--- config.mk ---
export PLATFORM = sky130hd
export DESIGN_NAME = bsr_master
export DESIGN_NICKNAME = d
export VERILOG_FILES = /design/src/bsr_pkg.sv /design/src/bsr_tick.sv /design/src/bsr_bcast.sv /design/src/bsr_master.sv
export SDC_FILE = /design/constraint.sdc
export NUM_CORES = 2
export LEC_CHECK = 0
export BUFFER_PORTS_ARGS = -buffer_cell sky130_fd_sc_hd__buf_2
export CORE_MARGIN = 2
export CORE_UTILIZATION = 50
export CTS_BUF_LIST = sky130_fd_sc_hd__clkbuf_8
export CTS_CLUSTER_DIAMETER = 200
export CTS_CLUSTER_SIZE = 28
export DETAILED_ROUTE_END_ITERATION = 6
export GPL_ROUTABILITY_DRIVEN = 0
export PLACE_DENSITY = 0.67
export SLEW_MARGIN = 5
export SYNTH_ARGS = -nofsm -noshare
export SYNTH_HDL_FRONTEND = slang
export SYNTH_SLANG_ARGS = --single-unit
--- constraint.sdc ---
create_clock -name hclk -period 61.7 [get_ports hclk]
set_input_delay 12.34 -clock hclk [delete_from_list [all_inputs] [get_ports hclk]]
set_output_delay 12.34 -clock hclk [all_outputs]
set_load 0.02 [all_outputs]
--- src/bsr_pkg.sv ---
// Constants, offsets and encodings of the S-curve reference broadcaster.
// Assumes a single 125 MHz clock and an AHB-Lite register port.
package bsr_pkg;

	// Update period and its cycle count.
	localparam int unsigned CLK_FREQ_MHZ     = 125;
	localparam int unsigned UPDATE_PERIOD_US = 1024;
	localparam int unsigned UPDATE_CYCLES    = UPDATE_PERIOD_US * CLK_FREQ_MHZ;

	// Register offsets.
	localparam logic [7:0] OFS_CTRL     = 8'h00;
	localparam logic [7:0] OFS_DEMAND   = 8'h04;
	localparam logic [7:0] OFS_ACCEL    = 8'h08;
	localparam logic [7:0] OFS_DECEL    = 8'h0c;
	localparam logic [7:0] OFS_JERK1    = 8'h10;
	localparam logic [7:0] OFS_JERK4    = 8'h1c;
	localparam logic [7:0] OFS_OFFSET   = 8'h20;
	localparam logic [7:0] OFS_MAXSPD   = 8'h24;
	localparam logic [7:0] OFS_STATUS   = 8'h28;
	localparam logic [7:0] OFS_SPEED    = 8'h2c;
	localparam logic [7:0] OFS_POSITION = 8'h30;
	localparam logic [7:0] OFS_ACC_OUT  = 8'h34;
	localparam logic [7:0] OFS_IRQ_STAT = 8'h38;
	localparam logic [7:0] OFS_IRQ_MASK = 8'h3c;

	// Control and status register fields.
	localparam int unsigned CTRL_RUN    = 8;
	localparam int unsigned CTRL_HOLD   = 9;
	localparam int unsigned CTRL_RESET  = 10;
	localparam int unsigned CTRL_EQUAL  = 11;
	localparam int unsigned CTRL_SMOOTH = 12;
	localparam int unsigned STAT_RAMP   = 4;

	// Limits and values after reset.
	localparam logic [6:0]  CH_MAX      = 7'h40;
	localparam logic [15:0] DEMAND_MAX  = 16'h2710;
	localparam logic [15:0] RATE_MAX    = 16'h2710;
	localparam logic [15:0] RATE_RST    = 16'h03e8;
	localparam logic [15:0] MAXSPD_MIN  = 16'h03e8;
	localparam logic [15:0] MAXSPD_MAX  = 16'hea60;
	localparam logic [15:0] MAXSPD_RST  = 16'h3a98;
	localparam logic [22:0] OFFSET_MAX  = 23'h36ee80;

	// Fixed point scaling of speed and position.
	localparam logic [39:0] POS_SCALE = 40'h0000001400;
	localparam logic [39:0] POS_WRAP  = 40'h044aa20000;
	localparam logic signed [35:0] POS_GAIN = 36'sh000000003;
	localparam logic signed [32:0] SPD_DIV  = 33'sh00000ea60;

	// Operating status codes.
	localparam logic [2:0] ST_READY    = 3'h0;
	localparam logic [2:0] ST_RESET    = 3'h1;
	localparam logic [2:0] ST_CONFLICT = 3'h2;
	localparam logic [2:0] ST_PENDING  = 3'h3;
	localparam logic [2:0] ST_NO_BUS   = 3'h4;
	localparam logic [2:0] ST_DISABLED = 3'h5;

	// Interrupt status bits.
	localparam int unsigned IRQ_W         = 3;
	localparam int unsigned IRQ_TX_DONE   = 0;
	localparam int unsigned IRQ_RAMP_DONE = 1;
	localparam int unsigned IRQ_STAT_CHG  = 2;

	typedef enum logic [0:0] {BSR_IDLE, BSR_SEND} bsr_tx_state_t;

endpackage : bsr_pkg

--- src/bsr_tick.sv ---
// Divider that gives a one-cycle update enable every CYCLES clocks.
// Assumes the single system clock and its asynchronous reset.
`timescale 1ns/10ps
module bsr_tick #(
	parameter int unsigned CYCLES = 128000
) (
	// Clock and reset.
	input  wire logic hclk,
	input  wire logic hresetn,
	// Update enable.
	output logic      tick
);
	import bsr_pkg::*;

	logic [31:0] count;

	always_ff @(posedge hclk or negedge hresetn) begin
		if (!hresetn) begin
			count <= 32'h0;
			tick  <= 1'b0;
		end else if (count == 32'(CYCLES - 1)) begin
			count <= 32'h0;
			tick  <= 1'b1;
		end else begin
			count <= count + 32'h1;
			tick  <= 1'b0;
		end
	end

endmodule : bsr_tick

--- src/bsr_bcast.sv ---
// Sends one speed, position and acceleration triple as three words.
// Assumes the bus link takes a word when tx_valid and tx_ready are high.
`timescale 1ns/10ps
module bsr_bcast (
	// Clock and reset.
	input  wire logic        hclk,
	input  wire logic        hresetn,
	// Triple to send.
	input  wire logic        start,
	input  wire logic [6:0]  channel,
	input  wire logic [31:0] word_speed,
	input  wire logic [31:0] word_pos,
	input  wire logic [31:0] word_acc,
	// Link side.
	output logic             tx_valid,
	input  wire logic        tx_ready,
	output logic [6:0]       tx_channel,
	output logic [31:0]      tx_data,
	output logic [1:0]       tx_kind,
	output logic             tx_last,
	// Completion.
	output logic             done
);
	import bsr_pkg::*;

	bsr_tx_state_t state;
	logic [31:0]   word1;
	logic [31:0]   word2;

	assign tx_valid = (state == BSR_SEND);
	assign tx_last  = (tx_kind == 2'h2);

	// A start while a triple is still going out is dropped.
	always_ff @(posedge hclk or negedge hresetn) begin
		if (!hresetn) begin
			state      <= BSR_IDLE;
			tx_channel <= 7'h0;
			tx_data    <= 32'h0;
			tx_kind    <= 2'h0;
			word1      <= 32'h0;
			word2      <= 32'h0;
			done       <= 1'b0;
		end else begin
			done <= 1'b0;
			case (state)
				BSR_IDLE: begin
					if (start) begin
						state      <= BSR_SEND;
						tx_channel <= channel;
						tx_data    <= word_speed;
						word1      <= word_pos;
						word2      <= word_acc;
						tx_kind    <= 2'h0;
					end
				end
				BSR_SEND: begin
					if (tx_ready) begin
						tx_data <= word1;
						word1   <= word2;
						tx_kind <= tx_kind + 2'h1;
						if (tx_last) begin
							state <= BSR_IDLE;
							done  <= 1'b1;
						end
					end
				end
				default: state <= BSR_IDLE;
			endcase
		end
	end

endmodule : bsr_bcast

--- src/bsr_master.sv ---
// S-curve reference generator that broadcasts speed, position and
// acceleration on a bus channel. Assumes one 125 MHz clock, AHB-Lite
// register access and a bus link that reports its own state on pins.
`timescale 1ns/10ps
// Operation
// - Each update with status 0 the speed, position and acceleration triple is broadcast.
// - Channel setting 0 to 64 picks the broadcast channel, default 0.
// - Channel zero keeps the block disabled with status 5.
// - Another broadcaster on the same channel gives status 2.
// - Status 3 while bus state unknown, status 4 when bus or power absent.
// - Status 0 when operating, status 1 when the run input is false.
// - Demand input is minus to plus 100 percent, default zero.
// - Rising speed is limited by acceleration, 0 to 100, default 10.
// - Falling speed is limited by deceleration with the same range.
// - Four jerk settings, 0 to 100, shape segments one to four.
// - Smooth retarget blends a new setpoint, otherwise jumps to new curve.
// - Hold freezes the profile output at its last value.
// - Equal jerk uses the first jerk setting for all four segments.
// - Reset flag forces the output equal to the demand unless hold is set.
// - An offset of 0 to 360 degrees is added to the position.
// - Maximum speed 100 to 6000 rpm, default 1500, scales the output.
// - Ramping flag is high while the output moves toward its target.
module bsr_master #(
	parameter int unsigned UPDATE_CYCLES = bsr_pkg::UPDATE_CYCLES
) (
	// Clock and reset.
	input  wire logic        hclk,
	input  wire logic        hresetn,
	// AHB-Lite slave.
	input  wire logic        hsel,
	input  wire logic [31:0] haddr,
	input  wire logic [1:0]  htrans,
	input  wire logic        hwrite,
	input  wire logic [2:0]  hsize,
	input  wire logic [31:0] hwdata,
	input  wire logic        hready,
	output logic [31:0]      hrdata,
	output logic             hreadyout,
	output logic             hresp,
	// Bus link state.
	input  wire logic        bus_present,
	input  wire logic        bus_powered,
	input  wire logic        bus_state_known,
	input  wire logic        channel_conflict,
	// Broadcast words.
	output logic             tx_valid,
	input  wire logic        tx_ready,
	output logic [6:0]       tx_channel,
	output logic [31:0]      tx_data,
	output logic [1:0]       tx_kind,
	output logic             tx_last,
	// Interrupt.
	output logic             irq
);
	import bsr_pkg::*;

	// Settings.
	logic [6:0]         channel;
	logic               run;
	logic               hold_en;
	logic               reset_en;
	logic               equal_jerk_select;
	logic               smooth_retarget;
	logic signed [15:0] demand;
	logic [15:0]        accel_set;
	logic [15:0]        decel_set;
	logic [15:0]        jerk_set [4];
	logic [21:0]        offset;
	logic [15:0]        max_speed;
	logic [IRQ_W-1:0]   irq_stat;
	logic [IRQ_W-1:0]   irq_mask;

	// Bus slave state.
	logic               bus_acc;
	logic               wr_pend;
	logic [7:0]         wr_addr;
	logic [31:0]        rd_val;
	logic               rd_clr;

	// Profile state.
	logic               tick;
	logic [1:0]         tick_pipe;
	logic signed [35:0] v_q;
	logic signed [27:0] a_q;
	logic signed [15:0] last_tgt;
	logic [39:0]        pos_acc;
	logic               ramping;
	logic [2:0]         status;
	logic [2:0]         next_status;
	logic signed [31:0] spd_out;
	logic [31:0]        pos_out;
	logic signed [31:0] acc_out;
	logic               tx_done;
	logic               ramp_prev;

	// Step of the profile.
	logic signed [35:0] tgt_q;
	logic signed [35:0] err_q;
	logic signed [35:0] gap_q;
	logic               neg;
	logic signed [27:0] ma;
	logic signed [27:0] nma;
	logic [15:0]        alim;
	logic [15:0]        jup;
	logic [15:0]        jdn;
	logic [31:0]        brake_lhs;
	logic [31:0]        brake_rhs;
	logic               snap;
	logic signed [27:0] next_a;
	logic signed [35:0] next_v;
	logic signed [15:0] v_int;
	logic signed [32:0] prod;
	logic signed [35:0] dpos;
	logic signed [40:0] psum;
	logic [39:0]        next_pos;
	logic [39:0]        pos_div;
	logic [22:0]        pos_sum;

	function automatic logic [15:0] clamp_rate(input logic [15:0] x);
		clamp_rate = (x > RATE_MAX) ? RATE_MAX : x;
	endfunction : clamp_rate

	function automatic logic signed [15:0] clamp_dem(
		input logic signed [15:0] x);
		if (x > $signed(DEMAND_MAX))
			clamp_dem = $signed(DEMAND_MAX);
		else if (x < -$signed(DEMAND_MAX))
			clamp_dem = -$signed(DEMAND_MAX);
		else
			clamp_dem = x;
	endfunction : clamp_dem

	bsr_tick #(
		.CYCLES (UPDATE_CYCLES)
	) u_tick (
		.hclk    (hclk),
		.hresetn (hresetn),
		.tick    (tick)
	);

	// Bus slave: zero wait states, always OKAY.
	assign hreadyout = 1'b1;
	assign hresp     = 1'b0;
	assign bus_acc   = hsel & hready & htrans[1];
	assign rd_clr    = bus_acc & ~hwrite & (haddr[7:0] == OFS_IRQ_STAT);

	always_comb begin
		rd_val = 32'h0;
		if (haddr[7:0] == OFS_CTRL)
			rd_val = 32'({smooth_retarget, equal_jerk_select, reset_en,
				hold_en, run, 1'b0, channel});
		else if (haddr[7:0] == OFS_DEMAND)
			rd_val = 32'(demand);
		else if (haddr[7:0] == OFS_ACCEL)
			rd_val = 32'(accel_set);
		else if (haddr[7:0] == OFS_DECEL)
			rd_val = 32'(decel_set);
		else if (haddr[7:0] >= OFS_JERK1 && haddr[7:0] <= OFS_JERK4)
			rd_val = 32'(jerk_set[haddr[3:2]]);
		else if (haddr[7:0] == OFS_OFFSET)
			rd_val = 32'(offset);
		else if (haddr[7:0] == OFS_MAXSPD)
			rd_val = 32'(max_speed);
		else if (haddr[7:0] == OFS_STATUS)
			rd_val = 32'({ramping, 1'b0, status});
		else if (haddr[7:0] == OFS_SPEED)
			rd_val = spd_out;
		else if (haddr[7:0] == OFS_POSITION)
			rd_val = pos_out;
		else if (haddr[7:0] == OFS_ACC_OUT)
			rd_val = acc_out;
		else if (haddr[7:0] == OFS_IRQ_STAT)
			rd_val = 32'(irq_stat);
		else if (haddr[7:0] == OFS_IRQ_MASK)
			rd_val = 32'(irq_mask);
	end

	always_ff @(posedge hclk or negedge hresetn) begin
		if (!hresetn) begin
			wr_pend <= 1'b0;
			wr_addr <= 8'h0;
			hrdata  <= 32'h0;
		end else begin
			wr_pend <= bus_acc & hwrite;
			if (bus_acc)
				wr_addr <= haddr[7:0];
			if (bus_acc & ~hwrite)
				hrdata <= rd_val;
		end
	end

	// Settings written in the data phase, each clamped to its range.
	always_ff @(posedge hclk or negedge hresetn) begin
		if (!hresetn) begin
			channel           <= 7'h0;
			run               <= 1'b1;
			hold_en           <= 1'b0;
			reset_en          <= 1'b0;
			equal_jerk_select <= 1'b0;
			smooth_retarget   <= 1'b0;
			demand            <= 16'sh0;
			accel_set         <= RATE_RST;
			decel_set         <= RATE_RST;
			for (int i = 0; i < 4; i++)
				jerk_set[i] <= RATE_RST;
			offset            <= 22'h0;
			max_speed         <= MAXSPD_RST;
			irq_mask          <= '0;
		end else if (wr_pend) begin
			if (wr_addr == OFS_CTRL) begin
				channel <= (hwdata[6:0] > CH_MAX) ? CH_MAX : hwdata[6:0];
				run               <= hwdata[CTRL_RUN];
				hold_en           <= hwdata[CTRL_HOLD];
				reset_en          <= hwdata[CTRL_RESET];
				equal_jerk_select <= hwdata[CTRL_EQUAL];
				smooth_retarget   <= hwdata[CTRL_SMOOTH];
			end else if (wr_addr == OFS_DEMAND) begin
				demand <= clamp_dem(hwdata[15:0]);
			end else if (wr_addr == OFS_ACCEL) begin
				accel_set <= clamp_rate(hwdata[15:0]);
			end else if (wr_addr == OFS_DECEL) begin
				decel_set <= clamp_rate(hwdata[15:0]);
			end else if (wr_addr >= OFS_JERK1 && wr_addr <= OFS_JERK4) begin
				jerk_set[wr_addr[3:2]] <= clamp_rate(hwdata[15:0]);
			end else if (wr_addr == OFS_OFFSET) begin
				offset <= (hwdata[22:0] > OFFSET_MAX) ? OFFSET_MAX[21:0] :
					hwdata[21:0];
			end else if (wr_addr == OFS_MAXSPD) begin
				if (hwdata[15:0] < MAXSPD_MIN)
					max_speed <= MAXSPD_MIN;
				else if (hwdata[15:0] > MAXSPD_MAX)
					max_speed <= MAXSPD_MAX;
				else
					max_speed <= hwdata[15:0];
			end else if (wr_addr == OFS_IRQ_MASK) begin
				irq_mask <= hwdata[IRQ_W-1:0];
			end
		end
	end

	// One jerk-limited step toward the demand.
	always_comb begin
		tgt_q = {demand, 20'h0};
		err_q = tgt_q - v_q;
		neg   = err_q[35];
		gap_q = neg ? -err_q : err_q;
		ma    = neg ? -a_q : a_q;
		alim  = neg ? decel_set : accel_set;
		// Rising speed uses segments 1 and 2, falling uses 3 and 4.
		jup   = neg ? jerk_set[2] : jerk_set[0];
		jdn   = neg ? jerk_set[3] : jerk_set[1];
		if (equal_jerk_select) begin
			jup = jerk_set[0];
			jdn = jerk_set[0];
		end
		brake_lhs = 32'(jdn) * 32'(gap_q[35:20]) * 32'h2;
		brake_rhs = 32'(ma[25:10]) * 32'(ma[25:10]);
		nma = ma;
		if (ma > 28'sh0 && brake_lhs <= brake_rhs) begin
			nma = ma - $signed({12'h0, jdn});
			if (nma < 28'sh0)
				nma = 28'sh0;
		end else if (ma < $signed({2'b00, alim, 10'h0})) begin
			nma = ma + $signed({12'h0, jup});
			if (nma > $signed({2'b00, alim, 10'h0}))
				nma = $signed({2'b00, alim, 10'h0});
		end else if (ma > $signed({2'b00, alim, 10'h0})) begin
			nma = ma - $signed({12'h0, jdn});
			if (nma < $signed({2'b00, alim, 10'h0}))
				nma = $signed({2'b00, alim, 10'h0});
		end
		snap   = (gap_q <= 36'(nma));
		next_a = snap ? 28'sh0 : (neg ? -nma : nma);
		next_v = snap ? tgt_q : v_q + 36'(next_a);
	end

	// Speed, position and acceleration state.
	always_ff @(posedge hclk or negedge hresetn) begin
		if (!hresetn) begin
			v_q      <= 36'sh0;
			a_q      <= 28'sh0;
			last_tgt <= 16'sh0;
		end else if (tick && !hold_en) begin
			last_tgt <= demand;
			if (reset_en) begin
				v_q <= tgt_q;
				a_q <= 28'sh0;
			end else if (demand != last_tgt && !smooth_retarget) begin
				a_q <= 28'sh0;
			end else begin
				v_q <= next_v;
				a_q <= next_a;
			end
		end
	end

	assign v_int = v_q[35:20];
	assign prod  = v_int * $signed({1'b0, max_speed});
	assign dpos  = 36'(prod) * POS_GAIN;

	always_comb begin
		psum = $signed({1'b0, pos_acc}) + 41'(dpos);
		if (psum < 41'sh0)
			next_pos = 40'(psum) + POS_WRAP;
		else if (psum >= $signed({1'b0, POS_WRAP}))
			next_pos = 40'(psum) - POS_WRAP;
		else
			next_pos = 40'(psum);
		pos_div = pos_acc / POS_SCALE;
		pos_sum = pos_div[22:0] + {1'b0, offset};
	end

	always_ff @(posedge hclk or negedge hresetn) begin
		if (!hresetn)
			pos_acc <= 40'h0;
		else if (tick && !hold_en)
			pos_acc <= next_pos;
	end

	always_ff @(posedge hclk or negedge hresetn) begin
		if (!hresetn)
			ramping <= 1'b0;
		else
			ramping <= (v_q != tgt_q) || (a_q != 28'sh0);
	end

	// Published triple, latched one cycle after each update.
	always_ff @(posedge hclk or negedge hresetn) begin
		if (!hresetn) begin
			tick_pipe <= 2'h0;
			spd_out   <= 32'sh0;
			pos_out   <= 32'h0;
			acc_out   <= 32'sh0;
		end else begin
			tick_pipe <= {tick_pipe[0], tick};
			if (tick_pipe[0]) begin
				spd_out <= 32'(prod / SPD_DIV);
				pos_out <= (pos_sum >= OFFSET_MAX) ?
					32'(pos_sum - OFFSET_MAX) : 32'(pos_sum);
				acc_out <= 32'($signed(a_q[27:10]));
			end
		end
	end

	// Status code, first matching cause wins.
	always_comb begin
		if (!bus_present || !bus_powered)
			next_status = ST_NO_BUS;
		else if (!bus_state_known)
			next_status = ST_PENDING;
		else if (channel == 7'h0)
			next_status = ST_DISABLED;
		else if (!run)
			next_status = ST_RESET;
		else if (channel_conflict)
			next_status = ST_CONFLICT;
		else
			next_status = ST_READY;
	end

	always_ff @(posedge hclk or negedge hresetn) begin
		if (!hresetn)
			status <= ST_NO_BUS;
		else
			status <= next_status;
	end

	// Broadcast only while operating correctly.
	bsr_bcast u_bcast (
		.hclk       (hclk),
		.hresetn    (hresetn),
		.start      (tick_pipe[1] && next_status == ST_READY),
		.channel    (channel),
		.word_speed (spd_out),
		.word_pos   (pos_out),
		.word_acc   (acc_out),
		.tx_valid   (tx_valid),
		.tx_ready   (tx_ready),
		.tx_channel (tx_channel),
		.tx_data    (tx_data),
		.tx_kind    (tx_kind),
		.tx_last    (tx_last),
		.done       (tx_done)
	);

	// Sticky events, cleared by a read; a new event wins over the clear.
	always_ff @(posedge hclk or negedge hresetn) begin
		if (!hresetn) begin
			irq_stat  <= '0;
			ramp_prev <= 1'b0;
		end else begin
			ramp_prev <= ramping;
			irq_stat  <= (rd_clr ? '0 : irq_stat) | {
				status != next_status,
				ramp_prev & ~ramping,
				tx_done};
		end
	end

	assign irq = |(irq_stat & irq_mask);

endmodule : bsr_master

==> flow_summary.toml <==
[status]
status = "finished, violations left"
violations = "DRC"

[power]
p_int_mw = 1.81
power.clock.fraction = 0.038
powerDensity_nw_per_um2 = 50.8
p_switching_mw = 2.12
p_leak_nw = 37.9
ir_worst_vdd_mv = 0.297
sw_frac_of_total = 0.539
p_comb_frac = 0.867
p_seq_frac = 0.095
power_mw = 3.93

[floorplan]
die_w_um = 390
rows = 141
dieArea_um2 = 152000
ios = 157
die_h_um = 390
initial_core_util = 0.503
coreArea_um2 = 148000

[grt]
met2_usage = 0.475
grtUsageMet1 = 0.399
grtUsageTotal = 0.295
grt_pass1_vias = 63500
grt.busiest_layer = "met2"
grt_overflow_total = 0
grt.met3_usage = 0.0429
grt_first_pass_wirelength_mm = 358
antenna_found_initial = 5
grt_max_degree = 186

[yosys]
yosysUniqueCellTypes = 169
syn_area_per_cell_um2 = 8.47
seq_area_frac_synth = 0.178
synth-edff-count = 0
async_flop_share = 1.00
netlist_instances = 8782
ys_seq_elements = 528
synth_ff_type = "dfrtp_1"
syn_nets = 10100
syn_area_um2 = 74400
yosysWarningCount = 0

[placement]
place_hpwl_mm = 179
placedCellCount = 10600
port_buffers = 117

[setup_path]
cp_slowest_cell = "dfrtp_1"
path_class = "register to register"
cp_common_cell = "fa_1"
arrival_ns = 31.97
crit_path_max_incr_delay_ns = 1.08
crit_path_end_kind = "register"
worst-path-max-fanout = 18
critPathLaunchType = "register"
reg2reg_slack_ns = 30.21
worstPathRequired_ns = 62.18

[cts]
cts.path.max_buffers = 3
cts_buffers = 22
clock_sinks = 528
cts_root_buffer = "clkbuf_8"
postCtsSetupBuffers = 0
ctsHoldBuffers = 0
cts_tree = "yes"
clk_latency_ns = 0.71
htree_levels = 1
cts_resized = 0
path_clk_slew_ns = 0.18

[cells_and_area]
final_common_cell = "inv_1"
nets = 9998
drive_gt1_frac = 0.0799
multi_input_area_um2 = 55500
area_growth_pct = 3.97
final_cell_mix = "inv_1, nand2_1, ha_1"
final_cell_count_no_fill = 10600
seq_area_um2 = 13300
fillerInstances = 13800

[routing]
drt-initial-drc-count = 5467
wl_mm = 226
ant_nets = 0
vias_per_cell = 6.08
drc = 8
firstDrtPassIters = 7
routed-via-count = 64600
wl_per_cell_um = 21.3

[timing]
setup_violations = 0
min_period_over_period = 0.510
fin_skew_ns = 0.0673
maxSlewViolCount = 0
worst_hold_slack_ns = 0.470
fin_crit_ns = 31.49
rsz0062_at_grt = "false"
worstMarginPinSlew_ns = 1.34
setup_tns_ns = 0
finalHoldViolCount = 0
relSlewSlack = 0.0939
max_freq_mhz = 31.8

[min_path]
min_path_type = "register to register"

[run]
maxCapViolCount = 0
final cells by class:
class / count / share of cell area
Inverter: 1110 / 0.0540
Multi-Input combinational cell: 6772 / 0.718
Clock buffer: 22 / 0.00391
Timing Repair Buffer: 241 / 0.0199
Clock inverter: 18 / 0.00137
Antenna cell: 4 / 0.000129
Sequential cell: 528 / 0.172
Tap cell: 1930 / 0.0312
per-layer routing:
metal | part of all wire | vias up
li1 | - | 29900
met1 | 0.42 | 31700
met2 | 0.45 | 2556
met3 | 0.081 | 485
met4 | 0.048 | 2
met5 | 0.000057 | -
cells by family (layout without fill, tap and decap cells):
logic type,count (synthesis),count (layout),share of synthesized area
and+or+nand+nor,2543,2543,0.162
AOI/OAI and AO/OA,2076,2076,0.194
buffers and inverters,1482,1391,0.0774
adders and majority gates,1255,1255,0.270
xor gates and xnor gates,608,608,0.0732
DFF,528,528,0.178
muxes,288,288,0.0445
other,2,6,0.000101
cell usage after synthesis (all sizes together) (45+ instances only):
library cell / number / share of area
dfrtp: 483 / 0.16
fa: 587 / 0.16
xor2: 145 / 0.018
and2: 183 / 0.015
nor3: 130 / 0.0092
or3: 49 / 0.0043
a221oi: 51 / 0.0069
nand4: 88 / 0.0076
clkbuf: 302 / 0.015
o21a: 48 / 0.0050
nor2: 631 / 0.032
mux2: 140 / 0.021
o21bai: 106 / 0.011
buf: 69 / 0.0056
nand3: 150 / 0.010
nand2b: 80 / 0.0067
nand2: 924 / 0.047
a31oi: 68 / 0.0065
o31ai: 48 / 0.0058
mux2i: 131 / 0.018
xnor2: 463 / 0.055
o21ai: 463 / 0.032
nor2b: 64 / 0.0054
nor4: 55 / 0.0054
ha: 657 / 0.11
a21o: 137 / 0.014
dfstp: 45 / 0.016
a22o: 108 / 0.013
inv: 1091 / 0.055
a211oi: 84 / 0.0098
a22oi: 54 / 0.0058
a21oi: 526 / 0.036
o211ai: 58 / 0.0066
and3: 65 / 0.0056
final timing paths:
check / to / cells after the start / startpoint
worst min-delay path: u_tick.count[0] / 1 / u_tick.count[0]
max in group asynchronous: tick_pipe[0] / 4 / hresetn
worst max-delay path: spd_out[20] / 84 / max_speed[6]
worst min register to register: u_tick.count[0] / 1 / u_tick.count[0]
worst max register to register: spd_out[20] / 84 / max_speed[6]
min in group asynchronous: v_q[1] / 1 / hresetn
registers in the layout, indices dropped and copies added (netlist names), 24 cells and up:
name / flops
u_bcast.word1: 24
spd_out: 32
pos_acc: 40
a_q: 28
u_tick.count: 32
pos_out: 24
jerk_set: 64
hrdata: 32
v_q: 36
u_bcast.tx_data: 32
stage by stage:
step / utilization / setup WS (ns) / area [um^2]
floorplan: - / 38.48 / 74400
global route: 0.523 / 28.24 / 77400
finish: 0.523 / 30.21 / 77400
global placement: 0.520 / 31.50 / 76900
CTS: 0.523 / 30.82 / 77400
detailed placement: 0.520 / 30.93 / 76900
power groups by stage:
stage / registers, mW / clock network (mW) / logic [mW]
floorplan: 0.373 / 0 / 2.43
global placement: 0.379 / 0 / 3.26
detailed placement: 0.380 / 0 / 3.37
CTS: 0.374 / 0.153 / 3.40
global route: 0.376 / 0.163 / 3.86
finish: 0.374 / 0.150 / 3.41
critical path, delay by kind of cell, from the launching register on:
family	cells	cell delay [ns]
multiplexers	3	1.28
XOR/XNOR	2	0.61
buffers and inverters	4	0.40
flip-flops	1	1.08
AO/OA/AOI/OAI	44	15.75
AND/OR/NAND/NOR	22	7.85
adder cells (fa/ha/maj)	9	4.23
(Power assumes the default switching activity.)
